==> src/sdsx_params.svh <==
/*
  timing counts and widths for the suspend exit and data mask block.
  assumes a 10 mhz clock, included by the package and the top module.
*/
`ifndef SDSX_PARAMS_SVH
`define SDSX_PARAMS_SVH
`define SDSX_CLK_PERIOD_NS 100
`define SDSX_EXIT_TIME_NS 100
`define SDSX_EXIT_CYCLES ((`SDSX_EXIT_TIME_NS + `SDSX_CLK_PERIOD_NS - 1) / `SDSX_CLK_PERIOD_NS)
`define SDSX_DATA_WIDTH 32
`define SDSX_ADDR_WIDTH 4
`define SDSX_BURST_LEN 4
`define SDSX_RESET_MASK 4'hf
`endif

==> src/sdsx_pkg.sv <==
/*
  types for the suspend exit and data mask block.
  assumes the params header sits in the same folder.
*/
`include "sdsx_params.svh"
package sdsx_pkg;
  typedef enum logic [3:0] {
    SDSX_IDLE = 4'b0001,
    SDSX_BURST = 4'b0010,
    SDSX_SUSPEND = 4'b0100,
    SDSX_PDOWN = 4'b1000
  } sdsx_state_e;
  typedef enum logic [1:0] {
    SDSX_OP_NONE = 2'h0,
    SDSX_OP_WRITE = 2'h1,
    SDSX_OP_READ = 2'h2
  } sdsx_op_e;
  // command from the controller, decoded
  typedef struct packed {
    logic cmdNop;
    logic cmdWrite;
    logic cmdRead;
    logic [`SDSX_ADDR_WIDTH-1:0] addr;
  } sdsx_cmd_s;
endpackage

==> src/sdsx_core.sv <==
/*
  clock suspend / power-down entry and exit, and byte mask handling for
  write and read bursts. assumes a controller on the same clock that keeps
  its own timing; no software registers.
*/
//
// Operation
// - clock-enable high after suspend restarts internal clock next cycle
// - power-down exit turns all disabled buffers back on
// - a new command is accepted one cycle after exit
// - byte mask acts as per-byte write data mask during writes
// - byte mask high disables read output drivers, low enables
// - clock-enable low during burst freezes internal clock, state intact
// - clock-enable low with banks idle enters power-down, buffers off
`timescale 1ns/10ps
`include "sdsx_params.svh"
module sdsx_core
  import sdsx_pkg::*;
#(
  parameter int DATA_W = `SDSX_DATA_WIDTH,
  parameter int ADDR_W = `SDSX_ADDR_WIDTH,
  parameter int BURST_LEN = `SDSX_BURST_LEN
) (
  input wire logic clock,
  input wire logic rst,
  input wire logic clkEnable,
  input wire sdsx_pkg::sdsx_cmd_s cmd,
  input wire logic [DATA_W/8-1:0] byteMask,
  input wire logic [DATA_W-1:0] dataIn,
  output logic [DATA_W-1:0] dataOut,
  output logic [DATA_W/8-1:0] dataOutEn,
  output logic buffersOn,
  output logic internalClkRun,
  output logic cmdReady
);
  import sdsx_pkg::*;

  localparam int CNT_W = $clog2(BURST_LEN + 1);
  localparam int NB = DATA_W / 8;

  // refuse sizes that the byte lanes and the burst counter cannot serve
  if (DATA_W % 8 != 0 || BURST_LEN < 1 || ADDR_W < 1) begin : g_bad_params
    $error("sdsx_core: unsupported parameters");
  end

  typedef struct packed {
    sdsx_state_e state;
    sdsx_op_e op;
    logic [ADDR_W-1:0] addr;
    logic [CNT_W-1:0] left;
    logic readPend;
    logic [NB-1:0] outEn;
    logic buffersOn;
    logic clkRun;
    logic cmdReady;
  } sdsx_core_t;

  sdsx_core_t st_reg, st_next;
  logic memWe;
  logic [NB-1:0] memBe;
  logic [DATA_W-1:0] memRd;

  // word store; current beat address, so read word and enable leave on one edge
  sdsx_mem #(.ADDR_W(ADDR_W), .DATA_W(DATA_W)) u_mem (
    .clock(clock),
    .writeEn(memWe),
    .byteEn(memBe),
    .addr(st_reg.addr),
    .writeData(dataIn),
    .readData(memRd)
  );

  // next-state: suspend, power-down and burst progress
  always_comb begin
    st_next = st_reg;
    memWe = 1'b0;
    memBe = '0;
    st_next.readPend = 1'b0;
    case (st_reg.state)
      SDSX_IDLE: begin
        st_next.cmdReady = 1'b1;
        if (!clkEnable) begin
          st_next.state = SDSX_PDOWN;
          st_next.buffersOn = 1'b0;
          st_next.clkRun = 1'b0;
          st_next.cmdReady = 1'b0;
        end else if (cmd.cmdWrite || cmd.cmdRead) begin
          st_next.state = SDSX_BURST;
          st_next.op = cmd.cmdWrite ? SDSX_OP_WRITE : SDSX_OP_READ;
          st_next.addr = cmd.addr;
          st_next.left = CNT_W'(BURST_LEN);
          st_next.cmdReady = 1'b0;
        end
      end
      SDSX_BURST: begin
        if (!clkEnable) begin
          st_next.state = SDSX_SUSPEND;
          st_next.clkRun = 1'b0;
        end else begin
          if (st_reg.op == SDSX_OP_WRITE) begin
            memWe = 1'b1;
            memBe = ~byteMask;
          end else begin
            st_next.readPend = 1'b1;
          end
          if (st_reg.left == CNT_W'(1)) begin
            st_next.state = SDSX_IDLE;
            st_next.op = SDSX_OP_NONE;
            st_next.left = '0;
            st_next.cmdReady = 1'b1;
          end else begin
            st_next.addr = st_reg.addr + ADDR_W'(1);
            st_next.left = st_reg.left - CNT_W'(1);
          end
        end
      end
      SDSX_SUSPEND: begin
        if (clkEnable) begin
          st_next.state = SDSX_BURST;
          st_next.clkRun = 1'b1;
        end
      end
      SDSX_PDOWN: begin
        if (clkEnable) begin
          st_next.state = SDSX_IDLE;
          st_next.buffersOn = 1'b1;
          st_next.clkRun = 1'b1;
          st_next.cmdReady = 1'b1;
        end
      end
      default: begin
        st_next.state = SDSX_IDLE;
      end
    endcase
    // mask high drives outputs off; enable lines up with the read word
    st_next.outEn = (st_reg.state == SDSX_BURST && st_reg.op == SDSX_OP_READ && clkEnable
                     && st_reg.buffersOn) ? ~byteMask : '0;
  end

  // registered state; the pin-level signals all come straight from flops
  always_ff @(posedge clock) begin
    if (rst) begin
      st_reg <= '{state: SDSX_IDLE, op: SDSX_OP_NONE, addr: '0, left: '0,
                  readPend: 1'b0, outEn: '0, buffersOn: 1'b1,
                  clkRun: 1'b1, cmdReady: 1'b1};
    end else begin
      st_reg <= st_next;
    end
  end

  assign dataOut = memRd;
  assign dataOutEn = st_reg.outEn;
  assign buffersOn = st_reg.buffersOn;
  assign internalClkRun = st_reg.clkRun;
  assign cmdReady = st_reg.cmdReady;

  chk_suspend_exit: assert property (@(posedge clock) disable iff (rst)
    st_reg.state == SDSX_SUSPEND && clkEnable |=> internalClkRun)
    else $error("clock not resumed after suspend exit");
  chk_pdown_buffers: assert property (@(posedge clock) disable iff (rst)
    st_reg.state == SDSX_PDOWN && clkEnable |=> buffersOn)
    else $error("buffers stayed off after power-down exit");
  chk_exit_ready: assert property (@(posedge clock) disable iff (rst)
    st_reg.state == SDSX_PDOWN && clkEnable |=> cmdReady)
    else $error("not ready one cycle after exit");
  chk_write_mask: assert property (@(posedge clock) disable iff (rst)
    memWe |-> memBe == ~byteMask)
    else $error("write enables do not follow mask");
  chk_read_outen: assert property (@(posedge clock) disable iff (rst)
    dataOutEn == (st_reg.readPend ? ~$past(byteMask) : '0))
    else $error("read output enable wrong");
  chk_suspend_hold: assert property (@(posedge clock) disable iff (rst)
    st_reg.state == SDSX_SUSPEND && !clkEnable |=> $stable(st_reg.addr))
    else $error("state moved during suspend");
  chk_pdown_entry: assert property (@(posedge clock) disable iff (rst)
    st_reg.state == SDSX_IDLE && !clkEnable |=> !buffersOn ##0 !internalClkRun)
    else $error("power-down not entered");
  chk_addr_advance: assert property (@(posedge clock) disable iff (rst)
    st_reg.state == SDSX_BURST && clkEnable && st_reg.left > CNT_W'(1)
    |=> st_reg.addr == $past(st_reg.addr) + ADDR_W'(1))
    else $error("burst address did not advance");

  cov_suspend: cover property (@(posedge clock) st_reg.state == SDSX_SUSPEND);
  cov_pdown_exit: cover property (@(posedge clock)
    st_reg.state == SDSX_PDOWN ##1 st_reg.state == SDSX_IDLE);
  cov_masked_write: cover property (@(posedge clock) memWe && byteMask != '0);
  cov_masked_read: cover property (@(posedge clock) st_reg.readPend && byteMask != '0);
endmodule // sdsx_core

==> src/sdsx_mem.sv <==
/*
  small word memory with per-byte write enables and registered read data.
  assumes one clock and same-cycle address for read and write.
*/
`timescale 1ns/10ps
module sdsx_mem #(
  parameter int ADDR_W = 4,
  parameter int DATA_W = 32
) (
  input wire logic clock,
  input wire logic writeEn,
  input wire logic [DATA_W/8-1:0] byteEn,
  input wire logic [ADDR_W-1:0] addr,
  input wire logic [DATA_W-1:0] writeData,
  output logic [DATA_W-1:0] readData
);
  logic [DATA_W-1:0] store [0:(1<<ADDR_W)-1];
  // masked lanes keep their old contents
  always_ff @(posedge clock) begin
    for (int i = 0; i < DATA_W/8; i++) begin
      if (writeEn && byteEn[i]) begin
        store[addr][i*8 +: 8] <= writeData[i*8 +: 8];
      end
    end
    readData <= store[addr];
  end
endmodule // sdsx_mem

==> config.mk <==
export PLATFORM = sky130hd
export DESIGN_NAME = sdsx_core
export DESIGN_NICKNAME = d
export VERILOG_FILES = /design/src/sdsx_pkg.sv /design/src/sdsx_core.sv /design/src/sdsx_mem.sv
export VERILOG_INCLUDE_DIRS = /design/src
export SDC_FILE = /design/constraint.sdc
export NUM_CORES = 1
export LEC_CHECK = 0
export BUFFER_PORTS_ARGS = -buffer_cell sky130_fd_sc_hd__buf_2
export CAP_MARGIN = 30
export CORE_MARGIN = 2
export CORE_UTILIZATION = 50
export DETAILED_ROUTE_END_ITERATION = 16
export PLACE_DENSITY = 0.67
export SKIP_CTS_REPAIR_TIMING = 1
export SYNTH_ARGS = -nofsm -noshare
export SYNTH_HDL_FRONTEND = slang
export SYNTH_HIERARCHICAL = 1
export SYNTH_SLANG_ARGS = --single-unit
==> constraint.sdc <==
create_clock -name clock -period 4.95 [get_ports clock]
set_input_delay 0.7425 -clock clock [delete_from_list [all_inputs] [get_ports clock]]
set_output_delay 0.7425 -clock clock [all_outputs]
set_load 0.05 [all_outputs]
* After elaboration in Yosys (flattened, before gate mapping) *
Memory sizes are Yosys's and may differ from the RTL's. A register that Yosys moved wholly into a read port is not among the register bits.
Index checks and enable logic that the tools add are counted.

storage, ports and cells
  RAM bits = 512
  word-level logic and storage cells = 90
  flip-flop bits (word level) = 20
  memories = 1

memories
  memory       words  bits a word  read ports  clocked after Yosys merged registers in  write ports  RTL line        source
  u_mem.store  16     32           1           1                                        1            sdsx_mem.sv:17  logic [DATA_W-1:0] store [0:(1<<ADDR_W)-1];

cells by class
  add/subtract/negate cells = 2
  bitwise operators = 2
  multiplexer cells = 39
  reductions and logical operators = 20
  equality and inequality tests = 18

operator list
  cell                                                             count
  4-bit two-way mux                                                8
  1-bit two-way mux                                                18
  2-bit inequality test, second input constant                     9
  9-bit one-hot mux with 2 select lines                            1
  4-bit one-hot mux with 4 select lines                            1
  5-bit AND reduction                                              3
  13-bit two-way mux                                               1
  4-bit AND reduction                                              3
  10-bit two-way mux                                               1
  9-bit two-way mux                                                1
  1-bit logical AND                                                7
  3-bit two-way mux                                                2
  6-bit two-way mux                                                1
  3-bit inequality test, second input constant                     2
  4-bit by 1-bit adder with 4-bit output, second input constant    1
  4-bit by 1-bit == test with 1-bit output, second input constant  1
  4-bit by 2-bit == test with 1-bit output, second input constant  1
  4-bit by 3-bit == test with 1-bit output, second input constant  1
  4-bit == test, second input constant                             1
  2-bit two-way mux                                                2
  4-bit inverter                                                   1
  1-bit one-hot mux with 4 select lines                            1
  2-bit nonzero test                                               2
  4-bit nonzero test                                               1
  other kinds (11)                                                 11

* Longest topological paths before layout *
Gate-level depths: netlist (run 1).

  depth in word-level cells = 7
  mapped depth = 8
  depth with buffers taken out = 6

* Modules after synthesis *
The synthesis (run 1) kept the hierarchy.

by module, submodules not included
  module     instances  seq. area each (um2)  area each (um2)  cells each
  sdsx_mem   1          16,015.4              20,129.3         910
  sdsx_core  1          400.4                 1,124.8          133

* Worst setup path before layout (run 1) *
No wires, ideal clock.

  path kind = input to register
  start = input clkEnable
  end = memory u_mem.store[3][16], enable pin
  buffers on the path = 1
  required time = 4.555 ns
  path slack = 1.923 ns
  cell stages on the path = 7
  setup time = 0.395 ns
  arrival = 2.632 ns
  path through = clkbuf_1 -> inv_1 -> nor2_2 -> nand3b_1 -> inv_1 -> nand2_1 -> nor4_1

between the ends
  cells in the longest elaborated chain, start to end = 5
  elaborated cells between the ends (all ways) = 7

ends and longest elaborated chain
  item                                     RTL line         source
  start: declaration                       sdsx_core.sv:26  input wire logic clkEnable,
  1-bit two-way mux                        sdsx_core.sv:96  if (!clkEnable) begin
  1-bit two-way mux                        sdsx_core.sv:79  case (st_reg.state)
  net memWe                                sdsx_core.sv:59  logic memWe;
  1-bit logical AND                        sdsx_mem.sv:21   if (writeEn && byteEn[i]) begin
  1-bit two-way mux                        sdsx_mem.sv:21
  1-bit two-way mux (not written as such)  sdsx_mem.sv:22   store[addr][i*8 +: 8] <= writeData[i*8 +: 8];
  end: declaration                         sdsx_mem.sv:17

The timed path passes the listed nets, and every way through them passes these cells.

* Worst setup path after layout (run 1) *
  start = register st_reg[18] (netlist name)
  end = memory u_mem.store[4][22], enable pin

between the ends
  cells in the longest elaborated chain, start to end = 5
  elaborated cells between the ends (all ways) = 6

ends and longest elaborated chain
  item                                      RTL line          source
  start: declaration                        sdsx_core.sv:58   sdsx_core_t st_reg, st_next;
  start signal: assignment                  sdsx_core.sv:143  st_reg <= '{state: SDSX_IDLE, op: SDSX_OP_NONE, addr: '0, left: '0,
  start signal: assignment                  sdsx_core.sv:147  st_reg <= st_next;
  4-bit by 2-bit == test with 1-bit output  sdsx_core.sv:79
  4-bit two-way mux                         sdsx_core.sv:79
  net memBe[2]                              sdsx_core.sv:60   logic [NB-1:0] memBe;
  1-bit logical AND                         sdsx_mem.sv:21
  1-bit two-way mux                         sdsx_mem.sv:21
  1-bit two-way mux (not written as such)   sdsx_mem.sv:22

The timed path passes the listed nets, and every way through them passes these cells.

==> results_dict.tcl, run 1 <==
set metrics [dict create \
    swShare_pct 22.9 \
    worst_ep_required_time_ns 5.16 \
    grt_max_degree 69 \
    htreeDepth 2 \
    wl_mm 41.4 \
    grt_use_total_pct 19.3 \
    multi_input_area_um2 4540 \
    syn_area_um2 21300 \
    ios 85 \
    timing.reg2reg.setup_slack_ns 1.44 \
    antenna_found_initial 1 \
    dp_cells 1613 \
    ir_worst_vdd_uv 255 \
    pwr-share-clk_pct 39.9 \
    switchingPower_mw 2.45 \
    hp-class "primary input to flip-flop" \
    num_rows 75 \
    p_per_area_nw_per_um2 444 \
    dpl.hpwl_mm 25.1 \
    drive_above_1_share_pct 26.9 \
    grt_overflow 0 \
    final_common_cell "edfxtp_1" \
    slew_headroom_pct 36.5 \
    crit_arrival_ns 3.72 \
    syn_avg_cell_area_um2 20.4 \
    combPwrFrac_pct 10.1 \
    end_kind "flip-flop" \
    ys_seq_elements 564 \
    max_slew.worst_pin.slew_ns 0.952 \
    seq_area_um2 16400 \
    syn_inst 1043 \
    io_buffers 83 \
    async_flop_share_pct 0 \
    leakage_nw 7.58 \
    cts-root-buf "clkbuf_16" \
    die_w_um 210 \
    stdcell_count 1717 \
    initial_utilization_pct 50.7 \
    ys_warn_count 6 \
    p_seq_share_pct 50.0 \
    areaGrowthSynthToFinish_pct 13.2 \
    die_h_um 210 \
    cpMaxStageDelayCell "nor2_1" \
    coreArea_um2 41900 \
    fin_crit_ns 3.51 \
    clockBufferDepth 3 \
    nFillCells 3075 \
    antenna_cells 0 \
    path_common_cell "nor2_1" \
    drt-wirelength-per-cell_um 24.1 \
    vias 10000 \
    rsz0062_at_grt "false" \
    finalClockSkew_ns 0.0235 \
    clock_sinks 564 \
    fin_util_pct 57.3 \
    syn-num-nets 1092 \
    placed_area_um2 22200 \
    cts_tree "done" \
    drt_iter0_markers 771 \
    path_cells "or4b_4 -> nor2_2 -> nand3b_1 -> nor2_1 -> nand2_1 -> nor2_1" \
    grt_pass1_wl_mm 62.3 \
    fin_setup_tns_ns 0 \
    status "finished clean" \
    cp_max_fo 16 \
    synth-edff-count 512 \
    final_cell_mix "edfxtp_1 (512), mux4_2 (128), buf_2 (83), nor2_1 (80), a22oi_1 (66)" \
    period_share_pct 70.8 \
    final_antenna_net_count 0 \
    yosys.cell_types.count 50 \
    cap_violations 0 \
    ys_seq_area_share_pct 77.2 \
    clkTransAtPathRegs_ns 0.06 \
    synthFlopType "edfxtp_1" \
    firstDrtPassIters 5 \
    setup_violations 0 \
    routed_via_density 5.85 \
    place.gp.congestion 0.766 \
    worstSetupPathType "flip-flop to flip-flop" \
    largest_reg_flops 512 \
    worstSetupStartpointType "flip-flop" \
    maxSlewViolCount 0 \
    finalHoldViolCount 0 \
    internal_power_mw 8.24 \
    cts-buffers-inserted 55 \
    pre_cts_ws_ns 1.45 \
    clock.fmax_mhz 285 \
    worst_slack_ns 1.44 \
    nets 1180 \
    clk_latency_ns 0.60 \
    fin_area_um2 24100 \
    die-area_um2 44200 \
    grt_pass1_vias 10300 \
    slowest_delay_ns 0.84 \
    drc 0 \
]
[layout make-up]
cell class / instances / share of cell area [%]
sequential: 564 / 68.3
multi-input combinational: 411 / 18.9
clock buffer: 72 / 6.20
tap: 539 / 2.80
timing repair buffer: 95 / 2.15
clock inverter: 32 / 1.61
inverter: 4 / 0.0624
[worst paths after layout]
check	startpoint	to	depth (start not counted)
worst max-delay path	st_reg[18]	u_mem/store[4][22]	6
worst min-delay path	byteMask[3]	dataOutEn[3]	2
worst max register to register	st_reg[18]	u_mem/store[4][22]	6
worst min register to register	internalClkRun	internalClkRun	2
[synth_stat cells (all sizes together), types with 3 or more instances]
library cell	instances	area share [%]
a211oi	4	0.14
a21oi	6	0.14
a22oi	66	2.3
a31oi	3	0.088
buf	36	1.0
clkbuf	28	0.49
dfxtp	52	4.9
edfxtp	512	72
ha	3	0.18
inv	4	0.071
mux4	128	14
nand2	54	0.95
nand3	5	0.12
nor2	82	1.5
nor2b	11	0.32
nor4	4	0.12
nor4b	3	0.12
o21ai	6	0.14
o41ai	3	0.12
xnor2	4	0.16
[per-stage QoR]
| step | hold WS, ns | total power [mW] |
|---|---|---|
| floorplan | 0.458 | 6.22 |
| global placement | 0.438 | 6.52 |
| detailed placement | 0.448 | 6.54 |
| CTS | 0.321 | 10.8 |
| global route | 0.337 | 11.1 |
| finish | 0.358 | 10.7 |
[power groups by stage]
stage | clock [mW] | combinational, mW | sequential (mW)
finish | 4.27 | 1.08 | 5.35
global route | 4.55 | 1.15 | 5.36
CTS | 4.37 | 1.09 | 5.35
global placement | 0 | 1.08 | 5.45
floorplan | 0 | 0.561 | 5.66
detailed placement | 0 | 1.09 | 5.45
[worst max-delay path, delay by kind of cell, from the launching register on]
| kind | cells | cell delay, ns |
|---|---|---|
| and+or+nand+nor | 6 | 2.49 |
| DFF | 1 | 0.63 |
[logic make-up after synthesis]
kind of cell               synth area share, %
AOI/OAI and AO/OA                         3.55
adders and majority gates                0.177
xor gates and xnor gates                 0.206
and+or+nand+nor                           3.61
muxes                                     13.6
buffers and inverters                     1.61
DFF                                       77.2
[metal layers]
| metal | wire length [um] | track usage (%) | vias up |
|---|---|---|---|
| met1 | 16500 | 25.5 | 5206 |
| met2 | 21200 | 32.2 | 317 |
| met4 | 794 | 5.06 | 2 |
| met5 | 13 | 0 | - |
| met3 | 2940 | 4.95 | 67 |
| li1 | - | - | 4449 |
(Power assumes the default switching activity.)
==> run 2: changes to the inputs <==
--- a/config.mk
+++ b/config.mk
@@ -11,7 +11,7 @@
 export CORE_MARGIN = 2
 export CORE_UTILIZATION = 50
 export DETAILED_ROUTE_END_ITERATION = 16
-export PLACE_DENSITY = 0.67
+export PLACE_DENSITY = 0.69
 export SKIP_CTS_REPAIR_TIMING = 1
 export SYNTH_ARGS = -nofsm -noshare
 export SYNTH_HDL_FRONTEND = slang
==> constraint.sdc (replaced) <==
create_clock -name clock -period 2.83 [get_ports clock]
set_input_delay 0.4245 -clock clock [delete_from_list [all_inputs] [get_ports clock]]
set_output_delay 0.4245 -clock clock [all_outputs]
set_load 0.05 [all_outputs]
==> results_dict.tcl, run 2 (synthesized netlist as in run 1, its figures left out) <==
set metrics [dict create \
    holdCritStartpoint "byteMask[2]" \
    antenna_found_initial 1 \
    p_per_area_nw_per_um2 736 \
    hp-class "primary input to flip-flop" \
    drive_above_1_share_pct 30.9 \
    clockBufferDepth 3 \
    clkTransAtPathRegs_ns 0.06 \
    grt_pass1_vias 10500 \
    cp_max_fo 15 \
    placed_area_um2 22800 \
    final_common_cell "edfxtp_1" \
    fin_setup_tns_ns 0 \
    nFillCells 3023 \
    stdcell_count 1792 \
    nets 1258 \
    hold_depth 2 \
    cpMaxStageDelayCell "or4b_4" \
    r2r_start "st_reg[19]" \
    vias 10500 \
    ir_worst_vdd_uv 434 \
    holdPathEnd "dataOutEn[2]" \
    slowest_delay_ns 0.64 \
    cts-root-buf "clkbuf_16" \
    worst_ep_required_time_ns 3.13 \
    ios 85 \
    cap_violations 0 \
    timing.hold.ws_ns 0.0326 \
    clk_latency_ns 0.61 \
    grt_max_degree 50 \
    drc 0 \
    areaGrowthSynthToFinish_pct 15.1 \
    drt-wirelength-per-cell_um 23.2 \
    die-area_um2 44200 \
    grt_overflow 0 \
    r2r-end "u_mem/store[5][22]" \
    timing.reg2reg.setup_slack_ns 0.31 \
    initial_utilization_pct 50.7 \
    worstSetupPathType "flip-flop to flip-flop" \
    multi_input_area_um2 4540 \
    finalClockSkew_ns 0.0216 \
    crit_arrival_ns 2.82 \
    die_h_um 210 \
    path_common_cell "buf_4" \
    setup_violations 0 \
    firstDrtPassIters 7 \
    maxSlewViolCount 0 \
    status "finished clean" \
    clock.fmax_mhz 397 \
    max_slew.worst_pin.slew_ns 0.673 \
    fin_util_pct 58.3 \
    cts_tree "done" \
    htreeDepth 2 \
    die_w_um 210 \
    end_kind "flip-flop" \
    num_rows 75 \
    grt_use_total_pct 19.3 \
    wl_mm 41.6 \
    worst_r2r_path_depth 8 \
    fin_crit_ns 2.52 \
    path_cells "or4b_4 -> nor2_2 -> nand3b_1 -> inv_1 -> nand2_1 -> buf_4 -> nor2_1 -> buf_4" \
    finalHoldViolCount 0 \
    grt_pass1_wl_mm 63.2 \
    cts-buffers-inserted 54 \
    dpl.hpwl_mm 25.6 \
    clock_sinks 564 \
    final_antenna_net_count 0 \
    final_cell_mix "edfxtp_1 (512), mux4_2 (128), buf_4 (87), buf_2 (83), nor2_1 (80)" \
    routed_via_density 5.84 \
    coreArea_um2 41900 \
    seq_area_um2 16400 \
    slew_headroom_pct 55.1 \
    leakage_nw 7.89 \
    drt_iter0_markers 713 \
    period_share_pct 89.0 \
    io_buffers 83 \
    place.gp.congestion 0.813 \
    antenna_cells 0 \
    rsz0062_at_grt "false" \
    dp_cells 1692 \
    largest_reg_flops 512 \
    worstSetupStartpointType "flip-flop" \
    fin_area_um2 24500 \
]
run 2: cell count changes in the layout (fill, tap and decap cells not counted):
| cell | delta |
|---|---|
| buf_4 | +76 |
| buf_12 | +3 |
| clkinv_4 | +1 |
| clkinvlp_2 | +1 |
| inv_6 | +1 |
| clkinv_2 | -4 |
| bufinv_16 | -7 |
| clkinv_1 | -6 |
| clkbuf_1 | +11 |
| clkbuf_8 | +1 |
| clkbuf_16 | -2 |
run 2: cell type report:
cell class	count	area share, %
Clock buffer	82	6.12
Clock inverter	18	0.645
Inverter	4	0.0614
Multi-Input combinational cell	411	18.6
Sequential cell	564	67.1
Tap cell	539	2.76
Timing Repair Buffer	174	4.70
run 2: stage by stage:
stage / power [mW] / setup WS, ns
floorplan: 10.9 / 0.220
global placement: 11.4 / 0.351
detailed placement: 11.5 / 0.327
CTS: 18.2 / 0.316
global route: 18.6 / 0.168
finish: 18.0 / 0.310
run 2: worst max-delay path, delay by kind of cell, from the launching register on:
| kind | cells | cell delay, ns |
|---|---|---|
| simple gates | 5 | 1.31 |
| flops | 1 | 0.31 |
| buf+inv | 3 | 0.60 |
run 2: how the worst max path moves through the flow:
stage	from	endpoint
2_1_floorplan	st_reg[19]	u_mem/store[10][16]
3_3_place_gp	st_reg[19]	u_mem/store[3][9]
3_5_place_dp	st_reg[19]	u_mem/store[3][11]
4_1_cts	st_reg[19]	u_mem/store[12][8]
5_1_grt	st_reg[19]	u_mem/store[12][10]
6_report	st_reg[19]	u_mem/store[5][22]
run 2: report_power, final:
group	internal, mW	switching [mW]	total (mW)	leakage [nW]
clock	3.83	2.91	6.74	0.796
combinational	0.713	1.21	1.93	2.06
sequential	9.22	0.109	9.33	5.03
total	13.8	4.23	18.0	7.89
run 2: per-layer routing:
metal	up-vias	part of all wire, %	track usage, %
met5	-	0.031	0
met2	295	51	32.4
li1	4612	-	-
met4	2	2.0	5.77
met3	66	5.5	3.02
met1	5497	42	26.4
==> run 3: changes to the inputs <==
--- a/config.mk
+++ b/config.mk
@@ -11,6 +11,7 @@
 export CORE_MARGIN = 2
 export CORE_UTILIZATION = 50
 export DETAILED_ROUTE_END_ITERATION = 16
+export HOLD_SLACK_MARGIN = 0.15
 export PLACE_DENSITY = 0.69
 export SKIP_CTS_REPAIR_TIMING = 1
 export SYNTH_ARGS = -nofsm -noshare
==> results_dict.tcl, run 3 (synthesized netlist as in run 1, its figures left out) <==
set metrics [dict create \
    path_buf_inv 3 \
    worst_ep_required_time_ns 3.12 \
    worstSetupPathType "flip-flop to flip-flop" \
    grt_use_total_pct 19.3 \
    drc 0 \
    antenna_found_initial 1 \
    die-area_um2 44200 \
    cap_violations 0 \
    clock.fmax_mhz 394 \
    hp-class "primary input to flip-flop" \
    cts-root-buf "clkbuf_16" \
    crit_arrival_ns 2.83 \
    cpMaxStageDelayCell "or4b_4" \
    timing.hold.ws_ns 0.156 \
    drt-wirelength-per-cell_um 23.2 \
    period_share_pct 89.7 \
    wl_mm 41.7 \
    htreeDepth 2 \
    die_h_um 210 \
    drive_above_1_share_pct 30.8 \
    clock_sinks 564 \
    status "finished clean" \
    maxSlewViolCount 0 \
    fin_area_um2 24500 \
    vias 10500 \
    worstSetupStartpointType "flip-flop" \
    fin_crit_ns 2.54 \
    ir_worst_vdd_uv 441 \
    timing.reg2reg.setup_slack_ns 0.29 \
    leakage_nw 7.91 \
    num_rows 75 \
    cpLargestDelayFamily "simple AND/OR/NAND/NOR gates" \
    final_antenna_net_count 0 \
    fin_util_pct 58.4 \
    place.gp.congestion 0.813 \
    stdcell_count 1797 \
    antenna_cells 0 \
    r2r-end "u_mem/store[12][8]" \
    path_common_cell "buf_4" \
    clkTransAtPathRegs_ns 0.06 \
    ios 85 \
    r2r_start "st_reg[19]" \
    end_kind "flip-flop" \
    cp_max_fo 15 \
    firstDrtPassIters 5 \
    dp_cells 1692 \
    pre_cts_ws_ns 0.327 \
    grt_pass1_vias 10500 \
    path_cells "or4b_4 -> nor2_2 -> nand3b_1 -> inv_1 -> nand2_1 -> buf_4 -> nor2_1 -> buf_4" \
    areaGrowthSynthToFinish_pct 15.3 \
    grt_overflow 0 \
    largest_reg_flops 512 \
    worst_slack_ns 0.290 \
    clockBufferDepth 3 \
    coreArea_um2 41900 \
    final_common_cell "edfxtp_1" \
    nets 1263 \
    finalPower_mw 18.0 \
    drt_iter0_markers 714 \
    clk_latency_ns 0.60 \
    final_cell_mix "edfxtp_1 (512), mux4_2 (128), buf_4 (87), buf_2 (83), nor2_1 (80)" \
    worst_r2r_path_depth 8 \
    crit_path_end "u_mem/store[12][8]" \
    setup_violations 0 \
    cp.depth 8 \
    finalClockSkew_ns 0.0166 \
    cts_tree "done" \
    p_per_area_nw_per_um2 735 \
    slew_headroom_pct 55.5 \
    fin_setup_tns_ns 0 \
    routed_via_density 5.83 \
    finalHoldViolCount 0 \
    grt_pass1_wl_mm 63.2 \
    rsz0062_at_grt "false" \
    io_buffers 83 \
    slowest_delay_ns 0.64 \
    placed_area_um2 22800 \
    critPathLaunch "st_reg[19]" \
    initial_utilization_pct 50.7 \
    cts-buffers-inserted 54 \
    max_slew.worst_pin.slew_ns 0.667 \
    die_w_um 210 \
    grt_max_degree 50 \
    dpl.hpwl_mm 25.6 \
]
-- run 3: cell count changes in the layout (fill, tap and decap cells not counted), sizes merged --
cell	change
dlygate4sd3	+5
-- run 3: worst min-delay path by stage --
stage	from	to	slack [ns]	depth (start not counted)
final	cmd[5]	st_reg[15]	0.16	3
after detailed placement	internalClkRun	internalClkRun	0.47	2
after floorplan	st_reg[15]	st_reg[15]	0.46	2
after global routing	cmd[5]	st_reg[15]	0.16	3
after CTS	byteMask[1]	dataOutEn[1]	0.0002	2
after global placement	internalClkRun	internalClkRun	0.44	2
-- run 3: power by group --
| part | switching [mW] | leakage [nW] | internal, mW | total (mW) |
|---|---|---|---|---|
| registers | 0.109 | 5.03 | 9.22 | 9.33 |
| logic | 1.21 | 2.08 | 0.718 | 1.93 |
| clock network | 2.93 | 0.796 | 3.83 | 6.75 |
| total | 4.25 | 7.91 | 13.8 | 18.0 |
-- run 3: worst register-to-register path, stage by stage (launching register included) --
cell and delay (ns):
dfxtp_1 0.31, or4b_4 0.64, nor2_2 0.21, nand3b_1 0.20
inv_1 0.16, nand2_1 0.14, buf_4 0.22, nor2_1 0.14
buf_4 0.21
-- run 3: final cells by class --
type,count,area [um2]
Fill cell,3015,17400
Sequential cell,564,16400
Multi-Input combinational cell,411,4540
Clock buffer,82,1500
Timing Repair Buffer,179,1200
Tap cell,539,674
Clock inverter,18,158
Inverter,4,15.0
-- run 3: routing by layer --
| metal | wire length (um) | GRT usage, % |
|---|---|---|
| met5 | 13 | 0 |
| met4 | 853 | 5.77 |
| met3 | 2260 | 3.02 |
| met2 | 21100 | 32.4 |
| met1 | 17400 | 26.4 |
